## src/design/cbr_pkg.sv

```systemverilog
`default_nettype none
package cbr_pkg;
   // ----------------------------------------------------------------
   // Operating modes and status word layout
   // ----------------------------------------------------------------
   typedef enum logic [4:0] {
      CBR_MODE_USR = 5'h10,
      CBR_MODE_FIQ = 5'h11,
      CBR_MODE_IRQ = 5'h12,
      CBR_MODE_SVC = 5'h13,
      CBR_MODE_ABT = 5'h17,
      CBR_MODE_UND = 5'h1B,
      CBR_MODE_SYS = 5'h1F
   } cbr_mode_e;

   typedef enum logic [1:0] {
      CBR_SIZE_BYTE = 2'h0,
      CBR_SIZE_HALF = 2'h1,
      CBR_SIZE_WORD = 2'h2
   } cbr_size_e;

   localparam int CBR_MODE_LSB = 0;
   localparam int CBR_T_BIT = 5;
   localparam int CBR_F_BIT = 6;
   localparam int CBR_I_BIT = 7;
   localparam int CBR_FLAG_LSB = 28;
   localparam logic [31:0] CBR_USER_WR_MASK = 32'hF000_0000;
   localparam logic [31:0] CBR_PRIV_WR_MASK = 32'hF000_00DF;
   localparam logic [31:0] CBR_STATUS_RESET = 32'h0000_00D3;
   localparam logic [31:0] CBR_RESET_VECTOR = 32'h0000_0000;

   // Physical file: R0-R7, R8-R12 user and fast, then R13/R14 pairs
   localparam int CBR_NUM_GPR = 31;
   localparam int CBR_NUM_BANK = 30;
   localparam int CBR_NUM_SAVED = 5;
   localparam int CBR_NUM_STATUS = 6;
   localparam logic [4:0] CBR_P_HI_USR = 5'h08;
   localparam logic [4:0] CBR_P_HI_FIQ = 5'h0D;
   localparam logic [4:0] CBR_P_SP_USR = 5'h12;
   localparam logic [4:0] CBR_P_SP_FIQ = 5'h14;
   localparam logic [4:0] CBR_P_SP_IRQ = 5'h16;
   localparam logic [4:0] CBR_P_SP_SVC = 5'h18;
   localparam logic [4:0] CBR_P_SP_ABT = 5'h1A;
   localparam logic [4:0] CBR_P_SP_UND = 5'h1C;
   localparam logic [3:0] CBR_IDX_SP = 4'hD;
   localparam logic [3:0] CBR_IDX_LR = 4'hE;
   localparam logic [3:0] CBR_IDX_PC = 4'hF;
   localparam logic [31:0] CBR_STEP_WIDE = 32'h0000_0004;
   localparam logic [31:0] CBR_STEP_COMPACT = 32'h0000_0002;

   // ----------------------------------------------------------------
   // Carried groups and module state
   // ----------------------------------------------------------------
   typedef struct packed {
      logic valid;
      cbr_mode_e mode;
      logic [31:0] vector;
      logic [3:0] link_ofs;
   } cbr_exc_s;

   typedef struct packed {
      logic [CBR_NUM_BANK-1:0][31:0] gpr;
      logic [31:0] pc;
      logic [31:0] status;
      logic [CBR_NUM_SAVED-1:0][31:0] saved;
      logic [31:0] rd_a;
      logic [31:0] rd_b;
      logic [31:0] instr;
      logic [31:0] lane_wdata;
      logic [3:0] lane_be;
      logic [31:0] load_data;
      logic misalign;
   } cbr_state_s;

   // Legal mode codes only; anything else is refused by the status write
   function automatic logic cbr_mode_ok(input logic [4:0] m);
      return m inside {CBR_MODE_USR, CBR_MODE_FIQ, CBR_MODE_IRQ, CBR_MODE_SVC,
                       CBR_MODE_ABT, CBR_MODE_UND, CBR_MODE_SYS};
   endfunction : cbr_mode_ok

   // Index of the saved status word for a mode; 7 means none
   function automatic logic [2:0] cbr_saved_idx(input logic [4:0] m);
      case (m)
         CBR_MODE_FIQ: return 3'h0;
         CBR_MODE_IRQ: return 3'h1;
         CBR_MODE_SVC: return 3'h2;
         CBR_MODE_ABT: return 3'h3;
         CBR_MODE_UND: return 3'h4;
         default: return 3'h7;
      endcase
   endfunction : cbr_saved_idx
endpackage : cbr_pkg
`default_nettype wire

```

## src/design/cbr_banked_regs.sv

```systemverilog
`timescale 1ns/1ps
`default_nettype none
module cbr_banked_regs #(
   parameter int XLEN = 32 // Datapath width
) (
   input wire logic mclk, // 100 MHz clock
   input wire logic reset_n, // Async reset, active low
   input wire logic big_endian, // Byte order select
   input wire logic [3:0] rd_a_idx, // Read port A index
   input wire logic [3:0] rd_b_idx, // Read port B index
   output logic [31:0] rd_a_data, // Port A data, one cycle later
   output logic [31:0] rd_b_data, // Port B data, one cycle later
   input wire logic wr_en, // General register write
   input wire logic [3:0] wr_idx, // Write index
   input wire logic [31:0] wr_data, // Write data
   input wire logic pc_step, // Advance PC by one instruction
   input wire logic pc_load, // Load PC from pc_target
   input wire logic [31:0] pc_target, // Branch target
   input wire logic branch_link_instr, // Branch with link, target pc_target
   input wire logic branch_exchange_instr, // Branch exchange
   input wire logic [31:0] bx_operand, // Operand register value
   input wire cbr_pkg::cbr_exc_s exc_in, // Exception entry request
   input wire logic exc_return, // Return from exception
   input wire logic [31:0] ret_addr, // Resume address
   input wire logic status_wr_en, // Current status word write
   input wire logic saved_wr_en, // Saved status word write
   input wire logic [31:0] status_wr_data, // Status write data
   input wire logic [31:0] fetch_word, // Fetched memory word
   input wire logic [1:0] mem_addr_lo, // Data address low bits
   input wire cbr_pkg::cbr_size_e mem_size, // Data access size
   input wire logic [31:0] store_data, // Store data, right aligned
   input wire logic [31:0] lane_rdata, // Load data on bus lanes
   output logic [31:0] instr_out, // Instruction, halfword zero-extended
   output logic [31:0] lane_wdata, // Store data on bus lanes
   output logic [3:0] lane_be, // Byte lane enables
   output logic [31:0] load_data, // Load data, right aligned
   output logic misalign, // Access misaligned
   output logic [31:0] pc_out, // R15 view
   output logic [31:0] current_status_word, // Current status word
   output logic [31:0] saved_status_word, // Saved word of active mode
   output logic [4:0] mode_out, // Active mode code
   output logic privileged, // Mode is not user
   output logic state_indicator_signal // High in compact state
);
   // ----------------------------------------------------------------
   // Elaboration check
   // ----------------------------------------------------------------
   if (XLEN != 32) begin : g_bad_xlen
      $error("cbr_banked_regs supports only a 32-bit datapath");
   end

   // ----------------------------------------------------------------
   // State and derived views
   // ----------------------------------------------------------------
   cbr_pkg::cbr_state_s state_reg;
   cbr_pkg::cbr_state_s state_next;
   logic [4:0] mode; // Active mode
   logic compact; // Compact state
   logic [2:0] sidx; // Saved word slot of active mode
   logic [31:0] pc_view; // PC with forced low bits
   logic [31:0] step; // One instruction length

   // Map architectural index and mode to a physical slot
   function automatic logic [4:0] phys(input logic [3:0] idx, input logic [4:0] m);
      logic [4:0] sp_base;
      sp_base = cbr_pkg::CBR_P_SP_USR;
      unique case (m)
         cbr_pkg::CBR_MODE_FIQ: sp_base = cbr_pkg::CBR_P_SP_FIQ;
         cbr_pkg::CBR_MODE_IRQ: sp_base = cbr_pkg::CBR_P_SP_IRQ;
         cbr_pkg::CBR_MODE_SVC: sp_base = cbr_pkg::CBR_P_SP_SVC;
         cbr_pkg::CBR_MODE_ABT: sp_base = cbr_pkg::CBR_P_SP_ABT;
         cbr_pkg::CBR_MODE_UND: sp_base = cbr_pkg::CBR_P_SP_UND;
         default: sp_base = cbr_pkg::CBR_P_SP_USR;
      endcase
      if (idx < 4'h8) begin
         return {1'b0, idx};
      end else if (idx < cbr_pkg::CBR_IDX_SP) begin
         if (m == cbr_pkg::CBR_MODE_FIQ) begin
            return cbr_pkg::CBR_P_HI_FIQ + 5'(idx - 4'h8);
         end
         return cbr_pkg::CBR_P_HI_USR + 5'(idx - 4'h8);
      end else begin
         return sp_base + 5'(idx - cbr_pkg::CBR_IDX_SP);
      end
   endfunction : phys

   // Mode and state bits straight out of the current status word
   assign mode = state_reg.status[cbr_pkg::CBR_MODE_LSB +: 5];
   assign compact = state_reg.status[cbr_pkg::CBR_T_BIT];
   assign sidx = cbr_pkg::cbr_saved_idx(mode);
   assign step = compact ? cbr_pkg::CBR_STEP_COMPACT : cbr_pkg::CBR_STEP_WIDE;

   // PC low bits are forced so a stray odd address is never seen
   assign pc_view = compact ? {state_reg.pc[31:1], 1'b0}
                            : {state_reg.pc[31:2], 2'b00};

   // ----------------------------------------------------------------
   // Next-state logic
   // ----------------------------------------------------------------
   // Events by priority: exception entry, exception return, branch
   // exchange, branch with link, load, step. Datapath write goes first
   // so an event in the same cycle overrides it.
   always_comb begin
      logic [31:0] rd;
      logic [1:0] lane;
      logic [4:0] wp;
      logic [4:0] lp;
      logic [2:0] xs;
      logic [31:0] wmask;
      rd = 32'h0000_0000;
      lane = 2'b00;
      wp = 5'h00;
      lp = 5'h00;
      xs = 3'h0;
      wmask = 32'h0000_0000;
      state_next = state_reg;

      // Register read through the bank map of the active mode
      rd = (rd_a_idx == cbr_pkg::CBR_IDX_PC) ? pc_view
           : state_reg.gpr[phys(rd_a_idx, mode)];
      state_next.rd_a = rd;
      rd = (rd_b_idx == cbr_pkg::CBR_IDX_PC) ? pc_view
           : state_reg.gpr[phys(rd_b_idx, mode)];
      state_next.rd_b = rd;

      // Datapath write; R15 writes reload the PC
      if (wr_en) begin
         if (wr_idx == cbr_pkg::CBR_IDX_PC) begin
            state_next.pc = wr_data;
         end else begin
            wp = phys(wr_idx, mode);
            state_next.gpr[wp] = wr_data;
         end
      end

      // Status word writes; user mode may change the flags only
      wmask = (mode == cbr_pkg::CBR_MODE_USR) ? cbr_pkg::CBR_USER_WR_MASK
                                              : cbr_pkg::CBR_PRIV_WR_MASK;
      if (!cbr_pkg::cbr_mode_ok(status_wr_data[cbr_pkg::CBR_MODE_LSB +: 5])) begin
         wmask = cbr_pkg::CBR_USER_WR_MASK;
      end
      if (status_wr_en) begin
         state_next.status = (state_reg.status & ~wmask) | (status_wr_data & wmask);
      end
      if (saved_wr_en && sidx != 3'h7) begin
         state_next.saved[sidx] = status_wr_data;
      end

      // Program counter and state changes
      if (exc_in.valid) begin
         // Entry overrides a status write landing in the same cycle
         state_next.status = state_reg.status;
         xs = cbr_pkg::cbr_saved_idx(exc_in.mode);
         lp = phys(cbr_pkg::CBR_IDX_LR, exc_in.mode);
         state_next.gpr[lp] = state_reg.pc + 32'(exc_in.link_ofs);
         if (xs != 3'h7) begin
            state_next.saved[xs] = state_reg.status;
         end
         state_next.status[cbr_pkg::CBR_MODE_LSB +: 5] = exc_in.mode;
         state_next.status[cbr_pkg::CBR_T_BIT] = 1'b0;
         state_next.status[cbr_pkg::CBR_I_BIT] = 1'b1;
         if (exc_in.mode == cbr_pkg::CBR_MODE_FIQ) begin
            state_next.status[cbr_pkg::CBR_F_BIT] = 1'b1;
         end
         state_next.pc = exc_in.vector;
      end else if (exc_return) begin
         if (sidx != 3'h7) begin
            state_next.status = state_reg.saved[sidx];
         end
         state_next.pc = ret_addr;
      end else if (branch_exchange_instr) begin
         // Only the state bit moves; mode and registers stay as they are
         state_next.status = state_reg.status;
         state_next.status[cbr_pkg::CBR_T_BIT] = bx_operand[0];
         state_next.pc = {bx_operand[31:1], 1'b0};
      end else if (branch_link_instr) begin
         lp = phys(cbr_pkg::CBR_IDX_LR, mode);
         state_next.gpr[lp] = state_reg.pc + step;
         state_next.pc = pc_target;
      end else if (pc_load) begin
         state_next.pc = pc_target;
      end else if (pc_step) begin
         state_next.pc = state_reg.pc + step;
      end

      // Instruction select: whole word or the halfword PC bit 1 names
      if (!compact) begin
         state_next.instr = fetch_word;
      end else if (state_reg.pc[1] ^ big_endian) begin
         state_next.instr = {16'h0000, fetch_word[31:16]};
      end else begin
         state_next.instr = {16'h0000, fetch_word[15:0]};
      end

      // Byte lane steering; big-endian mirrors the lane order
      lane = big_endian ? 2'(2'h3 - mem_addr_lo) : mem_addr_lo;
      if (mem_size == cbr_pkg::CBR_SIZE_HALF) begin
         lane = big_endian ? 2'({mem_addr_lo[1], 1'b0} ^ 2'h2)
                           : {mem_addr_lo[1], 1'b0};
      end
      unique case (mem_size)
         cbr_pkg::CBR_SIZE_BYTE: begin
            state_next.lane_wdata = {4{store_data[7:0]}};
            state_next.lane_be = 4'(4'h1 << lane);
            state_next.load_data = {24'h00_0000, 8'(lane_rdata >> {lane, 3'b000})};
            state_next.misalign = 1'b0;
         end
         cbr_pkg::CBR_SIZE_HALF: begin
            state_next.lane_wdata = {2{store_data[15:0]}};
            state_next.lane_be = 4'(4'h3 << lane);
            state_next.load_data = {16'h0000, 16'(lane_rdata >> {lane, 3'b000})};
            state_next.misalign = mem_addr_lo[0];
         end
         default: begin
            state_next.lane_wdata = store_data;
            state_next.lane_be = 4'hF;
            state_next.load_data = lane_rdata;
            state_next.misalign = (mem_addr_lo != 2'b00);
         end
      endcase
      // Misaligned accesses are flagged and drive no lanes
      if (state_next.misalign) begin
         state_next.lane_be = 4'h0;
      end
   end

   // ----------------------------------------------------------------
   // State register
   // ----------------------------------------------------------------
   // Reset behaves as an exception into supervisor, wide state
   always_ff @(posedge mclk or negedge reset_n) begin
      if (!reset_n) begin
         state_reg <= '0;
         state_reg.status <= cbr_pkg::CBR_STATUS_RESET;
         state_reg.pc <= cbr_pkg::CBR_RESET_VECTOR;
      end else begin
         state_reg <= state_next;
      end
   end

   // ----------------------------------------------------------------
   // Outputs
   // ----------------------------------------------------------------
   assign rd_a_data = state_reg.rd_a;
   assign rd_b_data = state_reg.rd_b;
   assign instr_out = state_reg.instr;
   assign lane_wdata = state_reg.lane_wdata;
   assign lane_be = state_reg.lane_be;
   assign load_data = state_reg.load_data;
   assign misalign = state_reg.misalign;
   assign pc_out = pc_view;
   assign current_status_word = state_reg.status;
   assign saved_status_word = (sidx == 3'h7) ? 32'h0000_0000 : state_reg.saved[sidx];
   assign mode_out = mode;
   assign privileged = (mode != cbr_pkg::CBR_MODE_USR);
   assign state_indicator_signal = compact;
endmodule : cbr_banked_regs
`default_nettype wire

```

## config.mk

```make
export PLATFORM = sky130hd
export DESIGN_NAME = cbr_banked_regs
export DESIGN_NICKNAME = d
export VERILOG_FILES = /design/src/design/cbr_pkg.sv /design/src/design/cbr_banked_regs.sv
export SDC_FILE = /design/constraint.sdc
export NUM_CORES = 2
export LEC_CHECK = 0
export BUFFER_PORTS_ARGS = -buffer_cell sky130_fd_sc_hd__buf_4
export CAP_MARGIN = 5
export CORE_ASPECT_RATIO = 1.2
export CORE_MARGIN = 2
export CORE_UTILIZATION = 60
export DETAILED_ROUTE_END_ITERATION = 7
export PLACE_DENSITY = 0.79
export SLEW_MARGIN = 20
export SYNTH_ARGS = -nofsm -noshare
export SYNTH_HDL_FRONTEND = slang
export SYNTH_SLANG_ARGS = --single-unit
export TNS_END_PERCENT = 100
```

## constraint.sdc

```tcl
create_clock -name mclk -period 5.91 [get_ports mclk]
set_input_delay 1.182 -clock mclk [delete_from_list [all_inputs] [get_ports mclk]]
set_output_delay 1.182 -clock mclk [all_outputs]
set_load 0.005 [all_outputs]
```

Word-level counts from Yosys, hierarchy flattened
Cells that the tools add are included.
{"block": "classes", "addsub": 20, "n_mul": 0, "div": 0, "order_cmp": 18, "eq_ne": 29, "shifts": 3, "n_mux": 94, "bitwise_logic": 7, "n_reduce_logical": 14}
{"op": "$mux W960", "n": 4}
{"op": "$bwmux W960", "n": 3}
{"op": "$mux W1024", "n": 1}
{"op": "$mux W992", "n": 1}
{"op": "$mux W32", "n": 20}
{"op": "$demux W32 S5", "n": 3}
{"op": "$mux W160", "n": 3}
{"op": "$bmux W32 S5", "n": 2}
{"op": "$bwmux W160", "n": 2}
{"op": "$demux W32 S3", "n": 2}
{"op": "$pmux W69 S2", "n": 1}
{"op": "$mux W5", "n": 26}
{"op": "$bmux W32 S3", "n": 1}
{"op": "$eq A5 B5 Y1 const B", "n": 18}
{"op": "$and A32 B32 Y32", "n": 2}
{"op": "$mux W64", "n": 1}
{"op": "$pmux W4 S5", "n": 2}
{"op": "$add A32 B3 Y32", "n": 1}
{"op": "$add A32 B4 Y32", "n": 1}
{"op": "$not A32 Y32", "n": 1}
{"op": "$or A32 B32 Y32", "n": 1}
{"op": "$shr A32 B5 Y16", "n": 1}
{"op": "$add A4 B5 Y5 const A", "n": 6}
{"op": "$lt A5 B6 Y1 const B", "n": 5}
{"op": "31 further kinds", "n": 77}
{"block": "word_totals", "ff_bits": 1349, "latchBits": 0, "ramBits": 0, "romBits": 0, "in_bits": 325, "output_inout_bits": 268, "word_cells": 232, "memories": 0}

Logic depth before layout (Yosys ltp)
{"block": "logic_depth", "depth_word": 24, "ltp_mapped": 22, "depth_no_buf": 15}

Least setup slack after synthesis
OpenSTA, ideal clock, no wires.
{"block": "synth_path", "path_type": "reg-to-reg", "startpoint": "register state_reg (netlist bit current_status_word[1])", "endpoint": "register state_reg[997] in the netlist's numbering", "setup_time_ns": 0.127, "t_arrival_ns": 4.552, "required_ns": 5.783, "slack_ns": 1.231, "stages_incl_launch_ff": 21, "path_buffers": 6, "period_less_slack_ns": 4.679, "path_cell_list": "dfstp_2 -> buf_2 -> nor2b_1 -> or3_1 -> clkbuf_1 -> buf_1 -> buf_1 -> nand2_1 -> nand2_1 -> ha_1 -> fa_1 -> inv_1 -> o21ai_0 -> a32oi_1 -> nand2_1 -> buf_2 -> nor4_4 -> buf_6 -> mux2i_1 -> a21oi_1 -> or2_2"}
{"element": "start, declared", "line": "cbr_banked_regs.sv:55", "rtl": "cbr_pkg::cbr_state_s state_reg;"}
{"element": "start signal, assigned", "line": "cbr_banked_regs.sv:237", "rtl": "state_reg <= state_next;"}

==> Flow_metrics.wiki <==
{| class="wikitable"
! Metric !! Value
|-
| RePlAce Congestion || a little over 1
|-
| Number of resized instances in the post-cts repair step || 0
|-
| Most numerous cell in the Yosys netlist || sky130_fd_sc_hd__nand2_1
|-
| DRT Pass-1 Iters || 8
|-
| Count of fill cells added during filler insertion || 9996
|-
| Peak ir drop on the vdd network || 0.309 mV
|-
| Flop pwr share || 0.438
|-
| Overall routing resource usage || 0.432
|-
| Synth cell count leaders || 1748 x sky130_fd_sc_hd__nand2_1, 1344 x sky130_fd_sc_hd__dfrtp_1, 901 x sky130_fd_sc_hd__mux2_2
|-
| Post-CTS Hold Buffers || 0
|-
| Ports placed on the boundary || 593
|-
| Max cap viols || 0
|-
| Horizontal extent of the die || 336 um
|-
| Sequential fraction of the synthesis area || 0.426
|-
| Placement Rows || 146
|-
| Fin crit share || 0.922
|-
| RSZ-0062 raised after global routing || no
|-
| Shortest clock period the worst path allows after layout || between 5000 and 6000 ps
|-
| Number of hold violations in the final report || 0
|-
| Transition time of the tightest slew-check pin || about 1200 ps
|-
| Count of input and output buffers || 591
|-
| Number of nets in the synthesized netlist || 8747
|-
| Clock tree skew after final layout || slightly above 30 ps
|-
| Arrival time at the worst endpoint || 6130 ps
|-
| Number of levels the H-tree was split into || 4
|-
| Antenna violations before repair || 14
|-
| Final wirelength || about 300000 um
|-
| Run status || complete, but fails checks
|-
| Area overhead of the layout relative to synthesis || 11.4%
|-
| Initial Util || 0.602
|-
| Slew Limit Headroom || 0.171
|-
| Clock Path Buffers || 3
|-
| Clock tree from TritonCTS || done
|-
| Clock-pin transition on the worst setup and hold timing paths || 60 ps
|-
| Power per Cell Area || between 300 and 400 nW/um^2
|-
| Pin count of the biggest net entering global routing || 152
|-
| Netlist area before placement || 79300 um^2
|-
| Post-layout total power || 34.3 mW
|-
| Routed vias || 72000
|-
| DIE AREA || 135000 um^2
|-
| Grt ovf || 0
|-
| Type of destination of the critical path || flop
|-
| Root buffer selected by CTS || sky130_fd_sc_hd__clkbuf_16
|-
| Share of total power in the clock network || 0.269
|-
| Cell types occupying the most area after synthesis || sky130_fd_sc_hd__dfrtp_1 42%, sky130_fd_sc_hd__mux2_2 13%, sky130_fd_sc_hd__mux2i_1 9.3%, sky130_fd_sc_hd__nand2_1 8.3%, sky130_fd_sc_hd__clkbuf_1 2.4%
|-
| Violated checks || design-rule violations
|-
| Synth Register Bits || 1349
|-
| Switching component of the power || approximately 12 mW
|-
| Number of buffers created by CTS || 140
|-
| Global-route wire length before repair || 441000 um
|-
| # nets final || 8691
|-
| Startpoint types || flop
|-
| Worst min-delay path class || in2async
|-
| Synth area leader || sky130_fd_sc_hd__dfrtp_1
|-
| Portion of synthesized cell area occupied by the leading cell type || 0.424
|-
| Share of layout cells above drive strength 1 || 0.247
|-
| Share of synthesized flip-flops with an asynchronous set or reset || 1.00
|-
| Final ANT Viol Nets || 0
|-
| Library cells used by synthesis || 82
|-
| Count of buffers added by post-CTS timing repair for setup || 0
|-
| Vias per cell || 7.03
|-
| Required time of the critical path || 6590 ps
|-
| Class of the most critical setup path || reg2reg
|-
| Vertical extent of the die || roughly 400 um
|-
| Setup Viol. Count Final || 0
|-
| Cell count after synthesis || 8393
|-
| Clk sinks || around 1300
|-
| Core Region || 132000 um^2
|-
| Number of slew-limit violations in the final report || 0
|-
| WL/cell || 29.3 um
|-
| Clock latency on the worst-skew pair || 820 ps
|-
| Maximum clock frequency || 184 MHz
|-
| DRC violation total after the first TritonRoute iteration || 10300
|-
| DP Wirelength || around 190000 um
|-
| DRC || 2
|-
| Proportion of total power due to net switching || 0.353
|-
| CP max FO || 25
|-
| Internal || 22.2 mW
|-
| Vias in the first global route || 70200
|-
| Number of synthesis warnings || 0
|-
| Setup Total Neg Slack || 0 ps
|-
| Mean instance size in the synthesized netlist || between 9 and 10 um^2
|-
| Leakage component of the power || about 40 nW
|-
| Proportion of power drawn by combinational gates || 0.293
|-
| Main flop type after synthesis || sky130_fd_sc_hd__dfrtp_1
|-
| Number of flops mapped to enable cells by yosys || 0
|}
[placed cells by master, fill, tap and decap left out, types with 13 or more instances in the layout]
cell type | netlist | final
sky130_fd_sc_hd__mux2_2 | 901 | 901
sky130_fd_sc_hd__nand4_1 | 16 | 16
sky130_fd_sc_hd__nand2_1 | 1748 | 1727
sky130_fd_sc_hd__xnor2_1 | 39 | 37
sky130_fd_sc_hd__o21ai_0 | 309 | 308
sky130_fd_sc_hd__nor2_4 | 0 | 13
sky130_fd_sc_hd__a221oi_1 | 36 | 36
sky130_fd_sc_hd__nand3_1 | 174 | 167
sky130_fd_sc_hd__a22oi_1 | 46 | 46
sky130_fd_sc_hd__xor2_1 | 41 | 41
sky130_fd_sc_hd__and3_1 | 244 | 240
sky130_fd_sc_hd__a31oi_1 | 175 | 175
sky130_fd_sc_hd__ha_1 | 24 | 24
sky130_fd_sc_hd__clkbuf_1 | 501 | 34
sky130_fd_sc_hd__o32ai_1 | 42 | 42
sky130_fd_sc_hd__clkbuf_16 | 0 | 143
sky130_fd_sc_hd__a21oi_1 | 289 | 289
sky130_fd_sc_hd__clkinv_2 | 0 | 19
sky130_fd_sc_hd__nor2_1 | 303 | 286
sky130_fd_sc_hd__buf_12 | 0 | 48
sky130_fd_sc_hd__a211oi_1 | 127 | 127
sky130_fd_sc_hd__nor2b_1 | 28 | 27
sky130_fd_sc_hd__or2_2 | 14 | 14
sky130_fd_sc_hd__o221ai_1 | 73 | 73
sky130_fd_sc_hd__nor3_1 | 81 | 79
sky130_fd_sc_hd__a21o_1 | 15 | 15
sky130_fd_sc_hd__buf_4 | 241 | 761
sky130_fd_sc_hd__a311oi_1 | 106 | 106
sky130_fd_sc_hd__nor4_1 | 65 | 62
sky130_fd_sc_hd__dfrtp_1 | 1344 | 1344
sky130_fd_sc_hd__nand2_2 | 0 | 20
sky130_fd_sc_hd__o22ai_1 | 143 | 143
sky130_fd_sc_hd__inv_1 | 33 | 32
sky130_fd_sc_hd__clkbuf_8 | 0 | 27
sky130_fd_sc_hd__a31o_2 | 21 | 21
sky130_fd_sc_hd__mux2i_1 | 734 | 734
sky130_fd_sc_hd__o221a_2 | 30 | 30
sky130_fd_sc_hd__and2_1 | 27 | 25
[per-layer routing]
metal | track usage | vias to the layer above | wire [um]
met1 | 0.533 | 34800 | 103000
li1 | - | 29600 | -
met4 | 0.290 | 8 | 23500
met3 | 0.156 | 1604 | 45400
met2 | 0.635 | 6019 | 128000
met5 | 0.00757 | - | 192
[worst paths after layout]
check | start | end | slack (ps) | depth (start not counted)
max in group asynchronous | reset_n | async pin | 3990 | 2
max | current_status_word[1] | state_reg[1007] | 460 | 15
min in group mclk | store_data[7] | lane_wdata[7] | 510 | 1
max reg2reg | current_status_word[1] | state_reg[1007] | 460 | 15
min reg2reg | flop | flop | 530 | 1
min | reset_n | instr_out[21] | 320 | 1
[layout make-up]
type                    count  area [um^2]  share of cell area
inverters                  33          124             0.00140
clock inverters            53          637             0.00721
diodes                     12         30.0            0.000340
well taps                1776         2220              0.0251
clock buffers             204         4080              0.0461
multi-input cells        6002        40800               0.462
repair buffers            811         6710              0.0759
flip-flops and latches   1349        33800               0.382
[cells by family after synthesis]
kind of cell | count (synthesis) | share of synthesized area
muxes | 1636 | 0.221
AOI/OAI and AO/OA | 1503 | 0.126
and+or+nand+nor | 2751 | 0.150
xor gates and xnor gates | 81 | 0.00904
adders and majority gates | 30 | 0.00517
other | 1 | 0.0000473
buffers and inverters | 1042 | 0.0639
DFF | 1349 | 0.426
[per-stage QoR]
step	instances	util	cell area (um^2)	setup slack, ps	hold slack, ps
after detailed placement	9970	0.635	83600	786	511
after global routing	10200	0.671	88400	507	437
final	10200	0.671	88400	463	321
after global placement	9970	0.635	83600	830	504
after CTS	10200	0.671	88300	706	439
after floorplan	8393	-	79300	1230	493
[power groups by stage]
stage          sequential, mW  clock, mW  combinational, mW
4_1_cts                  14.8       9.21               9.78
5_1_grt                  15.2       9.59               10.7
3_5_place_dp             14.9          0               9.69
2_1_floorplan            13.8          0               7.13
3_3_place_gp             14.7          0               9.33
6_report                 15.0       9.22               10.1
[worst max-delay path, stage by stage (launching register included)]
cell and delay (ps):
sky130_fd_sc_hd__dfstp_2 760, sky130_fd_sc_hd__nor2b_1 270, sky130_fd_sc_hd__or3_2 570, sky130_fd_sc_hd__nand2_1 100, sky130_fd_sc_hd__nand2_1 60, sky130_fd_sc_hd__ha_1 220, sky130_fd_sc_hd__fa_1 480, sky130_fd_sc_hd__inv_1 70
sky130_fd_sc_hd__o21ai_0 90, sky130_fd_sc_hd__a32oi_1 470, sky130_fd_sc_hd__nand2_1 520, sky130_fd_sc_hd__nor4_4 410, sky130_fd_sc_hd__buf_4 490, sky130_fd_sc_hd__mux2i_1 340, sky130_fd_sc_hd__a21oi_1 120, sky130_fd_sc_hd__or2_2 310
Power figures use the tool's default switching activity.
